==> src/core/step_drive_pkg.sv <==
// Purpose: Shared constants and types for the drive control word decoder
// Assumes: 20-bit serial words, system clock 100 MHz
// Notes:   Field positions of both control word formats
package step_drive_pkg;

  localparam int unsigned WORD_BITS = 20;
  // Register select field
  localparam int unsigned SEL_HI = 19;
  localparam int unsigned SEL_LO = 18;
  localparam logic [1:0] SEL_DRIVE_CONTROL = 2'h0;
  localparam logic [2:0] SEL_DRIVER_CONFIG = 3'h7;
  // Direct-current format
  localparam int unsigned POL_A_BIT = 17;
  localparam int unsigned MAG_A_HI  = 16;
  localparam int unsigned MAG_A_LO  = 9;
  localparam int unsigned POL_B_BIT = 8;
  localparam int unsigned MAG_B_HI  = 7;
  localparam int unsigned MAG_B_LO  = 0;
  // Step/direction format
  localparam int unsigned INTERP_BIT = 9;
  localparam int unsigned BOTH_EDGE_STEPPING_BIT  = 8;
  localparam int unsigned MICROSTEP_RESOLUTION_HI    = 3;
  localparam int unsigned MICROSTEP_RESOLUTION_LO    = 0;
  localparam logic [3:0]  MICROSTEP_RESOLUTION_FULL  = 4'h8;
  localparam int unsigned INTERP_SUBSTEPS = 16;
  // Driver configuration word
  localparam int unsigned SD_DISABLE_BIT = 7;
  // Reset values
  localparam logic [19:0] DRIVE_WORD_RESET  = 20'h00000;
  localparam logic [19:0] CONFIG_WORD_RESET = 20'h00000;
  // Interpolation: substep spacing in system clocks
  localparam int unsigned INTERP_GAP_NS  = 1000;
  localparam int unsigned CLK_PERIOD_NS  = 10;
  localparam int unsigned INTERP_GAP_CYC = INTERP_GAP_NS / CLK_PERIOD_NS;

  typedef struct packed {
    logic       pol;
    logic [7:0] mag;
  } coil_drive_t;

  typedef struct packed {
    logic       interpolate;
    logic       both_edges;
    logic [3:0] resolution;
  } step_config_t;

endpackage

==> src/core/stepper_drive_control_word.sv <==
// Purpose: Serial word capture and drive control word decode for a stepper driver
// Assumes: Serial and step pins are asynchronous; synchronised here
// Notes:   Position unit is 1/256 of a quarter electrical period
`timescale 1ns/100ps
`default_nettype none
module stepper_drive_control_word
  import step_drive_pkg::*;
#(
  parameter int unsigned POS_BITS = 10
) (
  // Clock, reset, enable
  input  wire logic         sys_clk_in,
  input  wire logic         reset_in,
  input  wire logic         clk_en_in,
  // Serial port pins
  input  wire logic         spi_sck_in,
  input  wire logic         spi_cs_n_in,
  input  wire logic         spi_mosi_in,
  // Step/direction pins
  input  wire logic         step_in,
  input  wire logic         dir_in,
  // Coil drive
  output coil_drive_t       coil_a_out,
  output coil_drive_t       coil_b_out,
  output logic              step_input_disable_out,
  // Step interface state
  output step_config_t      step_config_out,
  output logic [POS_BITS-1:0] microstep_position_out,
  output logic              word_loaded_out
);

  typedef enum logic [2:0] {
    ST_IDLE  = 3'b001,
    ST_SHIFT = 3'b010,
    ST_LOAD  = 3'b100
  } frame_state_t;

  // Stride for a resolution code, saturating beyond full step
  function automatic logic [8:0] stride_of(input logic [3:0] res);
    logic [3:0] r;
    r = (res > MICROSTEP_RESOLUTION_FULL) ? MICROSTEP_RESOLUTION_FULL : res;
    return 9'(9'h001 << r);
  endfunction

  // Two-flop synchronisers
  logic [1:0] sck_sync_ff;
  logic [1:0] cs_sync_ff;
  logic [1:0] mosi_sync_ff;
  logic [1:0] step_sync_ff;
  logic [1:0] dir_sync_ff;
  logic       sck_prev_ff;
  logic       step_prev_ff;

  always_ff @(posedge sys_clk_in) begin
    if (reset_in) begin
      sck_sync_ff  <= 2'h0;
      cs_sync_ff   <= 2'h3;
      mosi_sync_ff <= 2'h0;
      step_sync_ff <= 2'h0;
      dir_sync_ff  <= 2'h0;
      sck_prev_ff  <= 1'b0;
      step_prev_ff <= 1'b0;
    end else if (clk_en_in) begin
      sck_sync_ff  <= {sck_sync_ff[0], spi_sck_in};
      cs_sync_ff   <= {cs_sync_ff[0], spi_cs_n_in};
      mosi_sync_ff <= {mosi_sync_ff[0], spi_mosi_in};
      step_sync_ff <= {step_sync_ff[0], step_in};
      dir_sync_ff  <= {dir_sync_ff[0], dir_in};
      sck_prev_ff  <= sck_sync_ff[1];
      step_prev_ff <= step_sync_ff[1];
    end
  end

  wire sck_s    = sck_sync_ff[1];
  wire cs_n_s   = cs_sync_ff[1];
  wire mosi_s   = mosi_sync_ff[1];
  wire step_s   = step_sync_ff[1];
  wire dir_s    = dir_sync_ff[1];
  wire sck_rise = sck_s && !sck_prev_ff;

  // Frame state machine and shift register
  frame_state_t state_ff;
  frame_state_t nxt_state;
  logic [WORD_BITS-1:0] shift_ff;

  always_comb begin
    case (state_ff)
      ST_IDLE:  nxt_state = cs_n_s ? ST_IDLE : ST_SHIFT;
      ST_SHIFT: nxt_state = cs_n_s ? ST_LOAD : ST_SHIFT;
      ST_LOAD:  nxt_state = ST_IDLE;
      default:  nxt_state = ST_IDLE;
    endcase
  end

  always_ff @(posedge sys_clk_in) begin
    if (reset_in) begin
      state_ff <= ST_IDLE;
      shift_ff <= '0;
    end else if (clk_en_in) begin
      state_ff <= nxt_state;
      // Older bits fall off the top, only the newest 20 survive
      if (state_ff == ST_SHIFT && !cs_n_s && sck_rise) begin
        shift_ff <= {shift_ff[WORD_BITS-2:0], mosi_s};
      end
    end
  end

  // Word selection at chip-select release
  wire load_now    = (state_ff == ST_LOAD);
  wire sel_drive   = (shift_ff[SEL_HI:SEL_LO] == SEL_DRIVE_CONTROL);
  wire sel_config  = (shift_ff[SEL_HI:SEL_HI-2] == SEL_DRIVER_CONFIG);
  wire load_drive  = load_now && sel_drive;
  wire load_config = load_now && sel_config;

  logic [WORD_BITS-1:0] drive_word_ff;
  logic [WORD_BITS-1:0] config_word_ff;
  logic                 loaded_ff;

  always_ff @(posedge sys_clk_in) begin
    if (reset_in) begin
      drive_word_ff  <= DRIVE_WORD_RESET;
      config_word_ff <= CONFIG_WORD_RESET;
      loaded_ff      <= 1'b0;
    end else if (clk_en_in) begin
      loaded_ff <= load_drive;
      if (load_drive) begin
        drive_word_ff <= shift_ff;
      end
      if (load_config) begin
        config_word_ff <= shift_ff;
      end
    end
  end

  wire step_input_disable = config_word_ff[SD_DISABLE_BIT];

  // Direct-current decode
  coil_drive_t dc_a;
  coil_drive_t dc_b;
  assign dc_a.pol = drive_word_ff[POL_A_BIT];
  assign dc_a.mag = drive_word_ff[MAG_A_HI:MAG_A_LO];
  assign dc_b.pol = drive_word_ff[POL_B_BIT];
  assign dc_b.mag = drive_word_ff[MAG_B_HI:MAG_B_LO];
  // Magnitudes pass unclipped; headroom for offset is the host's job

  // Step/direction configuration decode
  step_config_t sd_cfg;
  assign sd_cfg.interpolate = drive_word_ff[INTERP_BIT];
  assign sd_cfg.both_edges  = drive_word_ff[BOTH_EDGE_STEPPING_BIT];
  assign sd_cfg.resolution  = drive_word_ff[MICROSTEP_RESOLUTION_HI:MICROSTEP_RESOLUTION_LO];
  // Unused bits are not checked, host leaves them zero

  // Step edge detection
  wire step_rise   = step_s && !step_prev_ff;
  wire step_fall   = !step_s && step_prev_ff;
  wire step_edge   = step_rise || (sd_cfg.both_edges && step_fall);
  wire step_active = !step_input_disable && step_edge;

  // Interpolated substeps
  wire sub_step;
  step_interp #(
    .GAP_CYC (INTERP_GAP_CYC)
  ) u_interp (
    .sys_clk_in   (sys_clk_in),
    .reset_in     (reset_in),
    .clk_en_in    (clk_en_in),
    .step_in      (step_active && sd_cfg.interpolate),
    .sub_step_out (sub_step)
  );

  // Interpolation moves in sixteen parts of a sixteenth of the stride each, never less than one unit
  wire [8:0] base_stride = stride_of(sd_cfg.resolution);
  wire [8:0] sub_stride  = (base_stride >> 4) == 9'h000 ? 9'h001 : (base_stride >> 4);
  wire       adv         = sd_cfg.interpolate ? (sub_step && !step_input_disable)
                                              : step_active;
  wire [8:0] stride_now  = sd_cfg.interpolate ? sub_stride : base_stride;

  logic [POS_BITS-1:0] pos_ff;
  logic [POS_BITS-1:0] nxt_pos;

  always_comb begin
    nxt_pos = pos_ff;
    if (adv) begin
      if (dir_s) begin
        nxt_pos = pos_ff - POS_BITS'(stride_now);
      end else begin
        nxt_pos = pos_ff + POS_BITS'(stride_now);
      end
    end
  end

  // Outputs registered; step inputs ignored in direct mode
  coil_drive_t  coil_a_ff;
  coil_drive_t  coil_b_ff;
  step_config_t cfg_ff;

  always_ff @(posedge sys_clk_in) begin
    if (reset_in) begin
      pos_ff    <= '0;
      coil_a_ff <= '0;
      coil_b_ff <= '0;
      cfg_ff    <= '0;
    end else if (clk_en_in) begin
      pos_ff <= nxt_pos;
      if (step_input_disable) begin
        coil_a_ff <= dc_a;
        coil_b_ff <= dc_b;
        cfg_ff    <= '0;
      end else begin
        coil_a_ff <= '0;
        coil_b_ff <= '0;
        cfg_ff    <= sd_cfg;
      end
    end
  end

  assign coil_a_out             = coil_a_ff;
  assign coil_b_out             = coil_b_ff;
  assign step_config_out        = cfg_ff;
  assign step_input_disable_out = step_input_disable;
  assign microstep_position_out = pos_ff;
  assign word_loaded_out        = loaded_ff;

endmodule // stepper_drive_control_word
`default_nettype wire

==> src/core/step_interp.sv <==
// Purpose: Splits one step into sixteen evenly spaced substeps
// Assumes: Same clock domain as the caller
// Notes:   A step arriving mid-burst restarts the burst
`timescale 1ns/100ps
`default_nettype none
module step_interp
  import step_drive_pkg::*;
#(
  parameter int unsigned GAP_CYC = INTERP_GAP_CYC
) (
  // Clock and reset
  input  wire logic sys_clk_in,
  input  wire logic reset_in,
  input  wire logic clk_en_in,
  // Step in, substeps out
  input  wire logic step_in,
  output logic      sub_step_out
);

  logic [4:0]  left_ff;
  logic [15:0] gap_ff;
  wire         gap_done = (gap_ff == 16'h0000);

  assign sub_step_out = (left_ff != 5'h00) && gap_done && !step_in;

  always_ff @(posedge sys_clk_in) begin
    if (reset_in) begin
      left_ff <= 5'h00;
      gap_ff  <= 16'h0000;
    end else if (clk_en_in) begin
      if (step_in) begin
        left_ff <= 5'(INTERP_SUBSTEPS);
        gap_ff  <= 16'h0000;
      end else if (sub_step_out) begin
        left_ff <= left_ff - 5'h01;
        gap_ff  <= 16'(GAP_CYC - 1);
      end else if (!gap_done) begin
        gap_ff <= gap_ff - 16'h0001;
      end
    end
  end

endmodule // step_interp
`default_nettype wire

==> config.mk <==
export PLATFORM = sky130hd
export DESIGN_NAME = stepper_drive_control_word
export DESIGN_NICKNAME = d
export VERILOG_FILES = /design/src/core/step_drive_pkg.sv /design/src/core/stepper_drive_control_word.sv /design/src/core/step_interp.sv
export SDC_FILE = /design/constraint.sdc
export NUM_CORES = 1
export LEC_CHECK = 0
export ABC_CLOCK_PERIOD_IN_PS = 3510
export BUFFER_PORTS_ARGS = -buffer_cell sky130_fd_sc_hd__buf_2
export CAP_MARGIN = 20
export CORE_MARGIN = 2
export CORE_UTILIZATION = 55
export CTS_BUF_LIST = sky130_fd_sc_hd__clkbuf_8
export DETAILED_ROUTE_END_ITERATION = 12
export PLACE_DENSITY_LB_ADDON = 0.25
export RECOVER_POWER = 25
export SLEW_MARGIN = 40
export SYNTH_ARGS = -nofsm -noshare
export SYNTH_HDL_FRONTEND = slang
export SYNTH_SLANG_ARGS = --single-unit
==> constraint.sdc <==
create_clock -name sys_clk_in -period 3.51 [get_ports sys_clk_in]
set_input_delay 0.351 -clock sys_clk_in [delete_from_list [all_inputs] [get_ports sys_clk_in]]
set_output_delay 0.351 -clock sys_clk_in [all_outputs]
set_load 0.01 [all_outputs]
==> Implementation_results.wiki, run 1 <==
{| class="wikitable"
! Metric !! Value
|-
| Kind of capture point of the worst setup path || flop
|-
| Vias in the first global route || 3729
|-
| Count of placed standard cells including taps || 704
|-
| Average instance area after synthesis || 8.47 µm²
|-
| Area of the die || 9690 µm²
|-
| Top library cells by usage in the layout, fill and taps aside || sky130_fd_sc_hd__dfxtp_1 (108), sky130_fd_sc_hd__nor2_1 (97), sky130_fd_sc_hd__nand2_1 (63), sky130_fd_sc_hd__a21oi_1 (46), sky130_fd_sc_hd__mux2i_1 (32)
|-
| Leak || 2.27 nW
|-
| Pre-CTS setup slack || 0.0233 ns
|-
| Warning count from the yosys run || 0
|-
| Via count of the routed design || 4082
|-
| Worst hold slack after final layout || 0.191 ns
|-
| Total core area || 8680 µm²
|-
| Count of unique library cells instantiated by Yosys || 52
|-
| Count of endpoints failing setup in the final report || 0
|-
| Most frequent standard cell in the layout excluding fill and tap cells || sky130_fd_sc_hd__dfxtp_1
|-
| Total power draw || 2.09 mW
|-
| Maximum buffer depth of the clock tree || 2
|-
| Core Rows || 34
|-
| End of the worst register-to-register path || microstep_position_out[9]
|-
| Setup CP Type || reg2reg
|-
| Worst ir drop on vdd || 0.000282 V
|-
| Area share of xor/xnor cells in the synthesized design || 2.68%
|-
| CTS tree || done
|-
| Detailed router's first-iteration violation count || 209
|-
| Worst endpoint required time || 3.78 ns
|-
| Critical path startpoint || drive_word_ff[2]
|-
| Post-Syn Nets || 600
|-
| Worst hold stages || 3
|-
| Top fanout value on the critical path || 7
|-
| Die height || 98.4 µm
|-
| Combinational family with the most area after synthesis || simple AND/OR/NAND/NOR gates
|-
| Source of the worst register-to-register timing path || drive_word_ff[2]
|-
| Worst setup skew after layout || 0.0128 ns
|-
| Top cell type by total area after synthesis || sky130_fd_sc_hd__dfxtp_1
|-
| Register-to-register setup slack || 0.13 ns
|-
| Number of clock sinks seen by CTS || 110
|-
| Async SR Flop Fraction || 0%
|-
| Number of synthesized flops with an enable pin || 0
|-
| TritonCTS buffer count || 9
|-
| First-pass GRT wire length || 17.0 mm
|-
| Run status || finished clean
|-
| Proportion of layout cells with a drive suffix above 1 || 11.2%
|-
| Max-cap viol count || 0
|-
| Post-Synth Simple-Gate Area || 20.7%
|-
| Min Clock Period, post-route || 3.38 ns
|-
| Cell chosen for the clock root || sky130_fd_sc_hd__clkbuf_8
|-
| Post-layout utilization of the core || 62.8%
|-
| Post-CTS clock slew at the launch and capture registers of the worst setup and hold paths || 0.11 ns
|-
| Final hold viol count || 0
|-
| Arrival @ worst endpoint || 3.65 ns
|-
| Type of the worst min-delay path || in2reg
|-
| Layout area overhead || 11.1%
|-
| Type of origin of the critical path || flop
|-
| Post-route cell area || 5450 µm²
|-
| Post-route antenna net violation count || 0
|-
| Antenna Diode Count || 0
|-
| Share of the synthesized area in the top cell type || 44.9%
|-
| Setup TNS after final layout || 0 ns
|-
| Post-synthesis sequential area ratio || 44.9%
|-
| Placer congestion estimate || 0.930
|-
| Post-Syn Instances || 579
|-
| Post-synthesis cell area || 4900 µm²
|-
| Post-synthesis compound-gate area fraction || 17.1%
|-
| Pwr/cell area || 384 nW/µm²
|-
| Maximum clock frequency || 296 MHz
|-
| Area contributors post-synth || sky130_fd_sc_hd__dfxtp_1 (45%), sky130_fd_sc_hd__nor2_1 (7.5%), sky130_fd_sc_hd__mux2i_1 (6.5%)
|-
| Pin count of the biggest net entering global routing || 96
|-
| Adder and majority cell fraction of the synthesized area || 3.47%
|-
| Cell count of the worst reg-to-reg path || 12
|-
| Final net count || 632
|-
| Per-cell via count in the routed design || 5.64
|-
| Slew Limit Headroom || 7.54%
|-
| I/O pin count || 44
|-
| Per-cell routed wire length || 13.9 µm
|-
| Clk_lat worst skew || 0.38 ns
|-
| H-tree levels || 3
|-
| GR Overflow Total || 0
|-
| Terminating pin of the worst hold path || cs_sync_ff[0]
|-
| Mux contribution to synthesized area || 6.99%
|-
| RSZ-0062 raised after global routing || true
|-
| Number of antenna violations at the first check in global routing || 0
|-
| Global-route usage over all layers || 21.2%
|-
| Die X-Extent || 98.4 µm
|-
| Final WS setup || 0.131 ns
|-
| Detailed-router iteration count before antenna repair || 5
|-
| Number of buffer cells added on primary ports || 43
|-
| Dominant synthesized flop cell || sky130_fd_sc_hd__dfxtp_1
|-
| Final number of max-transition violations || 0
|-
| Final routed DRC violation total || 0
|-
| Hold Startpoint || spi_cs_n_in
|-
| Total placed instance area || 5200 µm²
|-
| Final wirelength || 10.1 mm
|-
| Non-filler instance count after layout || 724
|-
| Final HPWL from detailed placement || 6.91 mm
|-
| Worst Tran Pin Value || 1.39 ns
|-
| Tcrit/Tclk final || 96.3%
|-
| Number of register bits inferred by synthesis || 110
|-
| Initial Utilization || 56.5%
|}
==> how the worst max path moves through the flow <==
stage                                           end  slack (ns)
after floorplan           microstep_position_out[9]        0.06
after global placement    microstep_position_out[9]        0.19
after detailed placement  microstep_position_out[9]        0.02
after CTS                 microstep_position_out[9]        0.05
after global routing      microstep_position_out[9]      -0.006
final                     microstep_position_out[9]        0.13
==> synthesized netlist by cell type, types with 9 or more instances <==
library cell and instances:
sky130_fd_sc_hd__ha_1 12, sky130_fd_sc_hd__a22oi_1 25, sky130_fd_sc_hd__clkbuf_1 29, sky130_fd_sc_hd__a21oi_1 48, sky130_fd_sc_hd__nor2_1 98, sky130_fd_sc_hd__dfxtp_1 110
sky130_fd_sc_hd__nand3_1 9, sky130_fd_sc_hd__inv_1 14, sky130_fd_sc_hd__nand2_1 63, sky130_fd_sc_hd__o21ai_0 14, sky130_fd_sc_hd__mux2i_1 32
==> registers in the layout (all words and copies together), names as in the netlist <==
signal                  flops
sck_prev_ff                 1
mosi_sync_ff                2
step_prev_ff                1
config_word_ff              1
cs_sync_ff                  2
u_interp.left_ff            5
microstep_position_out     10
coil_b_out                  9
step_sync_ff                2
word_loaded_out             1
step_config_out             6
u_interp.gap_ff            16
dir_sync_ff                 2
drive_word_ff              18
coil_a_out                  9
shift_ff                   20
sck_sync_ff                 2
state_ff                    3
==> critical path, cell delays in order, from the launching register on <==
cell,delay [ns]
sky130_fd_sc_hd__dfxtp_4,0.38
sky130_fd_sc_hd__nor2b_1,0.14
sky130_fd_sc_hd__or3_1,0.30
sky130_fd_sc_hd__a21o_1,0.21
sky130_fd_sc_hd__ha_4,0.19
sky130_fd_sc_hd__a21oi_2,0.14
sky130_fd_sc_hd__xor2_1,0.17
sky130_fd_sc_hd__ha_1,0.31
sky130_fd_sc_hd__a21o_1,0.23
sky130_fd_sc_hd__o311a_1,0.35
sky130_fd_sc_hd__or3_1,0.32
sky130_fd_sc_hd__a31oi_1,0.21
sky130_fd_sc_hd__mux2_2,0.35
==> cells by family (layout without fill, tap and decap cells) <==
group	after synthesis	count (layout)
multiplexers	34	34
adder cells (fa/ha/maj)	13	13
AND/OR/NAND/NOR	225	225
flip-flops	110	110
buffers and inverters	52	89
AO/OA/AOI/OAI	130	130
XOR/XNOR	15	15
==> layout make-up <==
| cell class | count | area (µm²) |
|---|---|---|
| Fill cell | 799 | 3230 |
| Multi-Input combinational cell | 417 | 2540 |
| Sequential cell | 110 | 2210 |
| Timing Repair Buffer | 58 | 303 |
| Tap cell | 108 | 135 |
| Clock buffer | 9 | 124 |
| Clock inverter | 7 | 76.3 |
| Inverter | 15 | 56.3 |
==> per-layer routing <==
metal  up-vias  wire [µm]  track usage (%)
met5         -          0                0
met2        69       4920             35.0
li1       2075          -                -
met1      1928       4650             27.8
met3        10        380             4.33
met4         0        127             7.38
==> power by group <==
group	internal, mW	switching [mW]
clock	0.282	0.469
sequential	1.25	0.00660
combinational	0.0260	0.0529
==> what timing repair did <==
action / CTS / global route
hold buffers: 0 / 0
pin swaps: 0 / 11
setup buffers: 0 / 4
hold endpoints to repair: 0 / 0
setup endpoints to repair: 1 / 1
gates resized for setup: 1 / 9
Power figures use the tool's default switching activity.
==> run 2: changes to the inputs <==
--- a/config.mk
+++ b/config.mk
@@ -14,6 +14,7 @@
 export DETAILED_ROUTE_END_ITERATION = 12
 export PLACE_DENSITY_LB_ADDON = 0.25
 export RECOVER_POWER = 25
+export REMOVE_ABC_BUFFERS = 1
 export SLEW_MARGIN = 40
 export SYNTH_ARGS = -nofsm -noshare
 export SYNTH_HDL_FRONTEND = slang
==> run 2 against run 1 <==
Effect of this change: the flow now finishes with violations (capacitance limit, slew limit); cell count fell by 0.28%; routed wire length rose by 0.82%; clock power rose by 5.5%; first-iteration DRC count fell by 56%; non-clock buffer count fell by 2; die area did not move; via count fell by 0.47%; hold slack improved by 0.017 ns.
==> Implementation_results.wiki, run 2 (same netlist as run 1, synthesis figures left out) <==
{| class="wikitable"
! Metric !! Value
|-
| Count of endpoints failing setup in the final report || 0
|-
| Slowest stage cell on the critical path || sky130_fd_sc_hd__dfxtp_4
|-
| Die height || 98.4 µm
|-
| Final wirelength || 10.2 mm
|-
| Final net count || 630
|-
| Per-cell via count in the routed design || 5.63
|-
| Filler cell count in the final layout || 762
|-
| Register-to-register setup slack || 0.17 ns
|-
| Worst endpoint required time || 3.78 ns
|-
| Combined area of the multi-input logic cells || 2560 µm²
|-
| Worst Tran Pin Value || 1.50 ns
|-
| Post-route antenna net violation count || 0
|-
| Ordered cell list for the critical path || nor2b_1 > or3_1 > a21o_1 > ha_4 > a21oi_2 > xor2_1 > ha_1 > a21o_1 > o311a_1 > or3_1 > a31oi_1 > mux2_2
|-
| Setup TNS after final layout || 0 ns
|-
| Tcrit/Tclk final || 95.2%
|-
| Count of placed standard cells including taps || 704
|-
| Most frequent standard cell in the layout excluding fill and tap cells || sky130_fd_sc_hd__dfxtp_1
|-
| Proportion of layout cells with a drive suffix above 1 || 10.7%
|-
| Source of the worst register-to-register timing path || drive_word_ff[2]
|-
| I/O pin count || 44
|-
| Min Clock Period, post-route || 3.34 ns
|-
| Largest incremental delay on the critical path || 0.38 ns
|-
| Sequential cell area || 2210 µm²
|-
| Post-CTS clock slew at the launch and capture registers of the worst setup and hold paths || 0.11 ns
|-
| Placer congestion estimate || 0.871
|-
| Top fanout value on the critical path || 6
|-
| Layout area overhead || 11.2%
|-
| H-tree levels || 3
|-
| GR Overflow Total || 0
|-
| Number of clock sinks seen by CTS || 110
|-
| Per-cell routed wire length || 14.1 µm
|-
| Max-cap viol count || 1
|-
| Setup CP Type || reg2reg
|-
| Total placed instance area || 5190 µm²
|-
| Vias in the first global route || 3730
|-
| Failing checks || capacitance limit, slew limit
|-
| Type of the worst min-delay path || in2reg
|-
| Hold bufs inserted after CTS || 0
|-
| Pin count of the biggest net entering global routing || 96
|-
| Slew Limit Headroom || -0.105%
|-
| Clk_lat worst skew || 0.37 ns
|-
| Initial Utilization || 56.5%
|-
| Worst setup skew after layout || 0.00939 ns
|-
| Worst ir drop on vdd || 0.000317 V
|-
| End of the worst register-to-register path || microstep_position_out[9]
|-
| Global-route usage over all layers || 21.1%
|-
| Area of the die || 9690 µm²
|-
| Detailed-router iteration count before antenna repair || 4
|-
| Maximum clock frequency || 299 MHz
|-
| Post-layout utilization of the core || 62.8%
|-
| Worst hold stages || 3
|-
| Largest reg by FF count || shift_ff
|-
| Core Rows || 34
|-
| Final hold viol count || 0
|-
| Number of antenna violations at the first check in global routing || 0
|-
| First-pass GRT wire length || 17.1 mm
|-
| Top library cells by usage in the layout, fill and taps aside || sky130_fd_sc_hd__dfxtp_1 (108), sky130_fd_sc_hd__nor2_1 (96), sky130_fd_sc_hd__nand2_1 (63), sky130_fd_sc_hd__a21oi_1 (45), sky130_fd_sc_hd__mux2i_1 (32)
|-
| Detailed router's first-iteration violation count || 91
|-
| Antenna Diode Count || 0
|-
| Cell count of the worst reg-to-reg path || 12
|-
| Total core area || 8680 µm²
|-
| Pwr/cell area || 391 nW/µm²
|-
| Maximum buffer depth of the clock tree || 2
|-
| Run status || complete, but fails checks
|-
| Final HPWL from detailed placement || 6.79 mm
|-
| Hold Startpoint || spi_cs_n_in
|-
| Number of buffer cells added on primary ports || 43
|-
| Final number of max-transition violations || 25
|-
| Post-route cell area || 5450 µm²
|-
| Delay-heaviest family, CP || compound AO/OA/AOI/OAI gates
|-
| Die X-Extent || 98.4 µm
|-
| Flip-flop count of the largest register, all copies and words added || 20
|-
| Non-filler instance count after layout || 722
|-
| CTS tree || done
|-
| Kind of capture point of the worst setup path || flop
|-
| Terminating pin of the worst hold path || cs_sync_ff[0]
|-
| Cell chosen for the clock root || sky130_fd_sc_hd__clkbuf_8
|-
| Worst hold slack after final layout || 0.208 ns
|-
| Total buffers and inverters traversed by the critical path || 0
|-
| TritonCTS buffer count || 9
|-
| Largest registers || shift_ff (20), drive_word_ff (18), u_interp.gap_ff (16)
|-
| Type of origin of the critical path || flop
|-
| Final routed DRC violation total || 0
|-
| Via count of the routed design || 4063
|-
| Arrival @ worst endpoint || 3.61 ns
|-
| Leak || 2.25 nW
|}
run 2: cell types whose count changed in the layout (fill, tap and decap cells not counted), moves of 2 or more:
cell	previous run	this run
sky130_fd_sc_hd__buf_2	23	19
sky130_fd_sc_hd__clkbuf_1	21	25
sky130_fd_sc_hd__buf_4	13	10
sky130_fd_sc_hd__inv_6	4	1
sky130_fd_sc_hd__clkinv_8	2	0
sky130_fd_sc_hd__inv_8	0	2
run 2: final cells by class:
| class | count | area share [%] |
|---|---|---|
| flip-flops and latches | 110 | 40.5 |
| inverters | 15 | 1.03 |
| clock buffers | 9 | 2.27 |
| well taps | 108 | 2.48 |
| clock inverters | 7 | 1.49 |
| multi-input cells | 417 | 46.9 |
| repair buffers | 56 | 5.25 |
run 2: worst max path at each step:
| stage | startpoint | to | slack (ns) | cells after the start |
|---|---|---|---|---|
| 2_1_floorplan | drive_word_ff[9] | microstep_position_out[9] | 0.18 | 12 |
| 5_1_grt | drive_word_ff[2] | microstep_position_out[9] | -0.02 | 16 |
| 4_1_cts | drive_word_ff[9] | microstep_position_out[9] | 0.05 | 13 |
| 3_3_place_gp | drive_word_ff[9] | microstep_position_out[9] | 0.19 | 12 |
| 3_5_place_dp | drive_word_ff[9] | microstep_position_out[9] | 0.08 | 13 |
| 6_report | drive_word_ff[2] | microstep_position_out[9] | 0.17 | 12 |
run 2: per-stage QoR:
stage	total power, mW	setup WS, ns
after floorplan	1.33	0.176
after global placement	1.37	0.187
after detailed placement	1.37	0.0755
after CTS	2.15	0.0545
after global routing	2.22	-0.0173
final	2.13	0.170
run 2: layer usage:
metal	global-route usage, %	wire length [µm]	vias to the layer above
met5	0	0	-
met4	5.48	85	0
met3	4.40	339	11
met2	36.7	4980	68
met1	26.7	4760	1915
li1	-	-	2069
run 2: report_power, final:
part,total [mW],switching (mW),internal [mW]
Combinational,0.0811,0.0545,0.0266
Clock,0.792,0.451,0.342
Sequential,1.26,0.00652,1.25
Total,2.13,0.512,1.62
run 2: timing repair:
item                                    4_1_cts  5_1_grt
endpoints found under the setup margin        0        1
buffers inserted                              0        2
gates resized for setup                       0       16
run 2: worst register-to-register path, delay by kind of cell, from the launching register on:
kind | cells | cell delay (ns)
and+or+nand+nor | 3 | 0.76
AOI/OAI and AO/OA | 5 | 1.11
DFF | 1 | 0.38
muxes | 1 | 0.35
adders and majority gates | 2 | 0.49
xor gates and xnor gates | 1 | 0.15
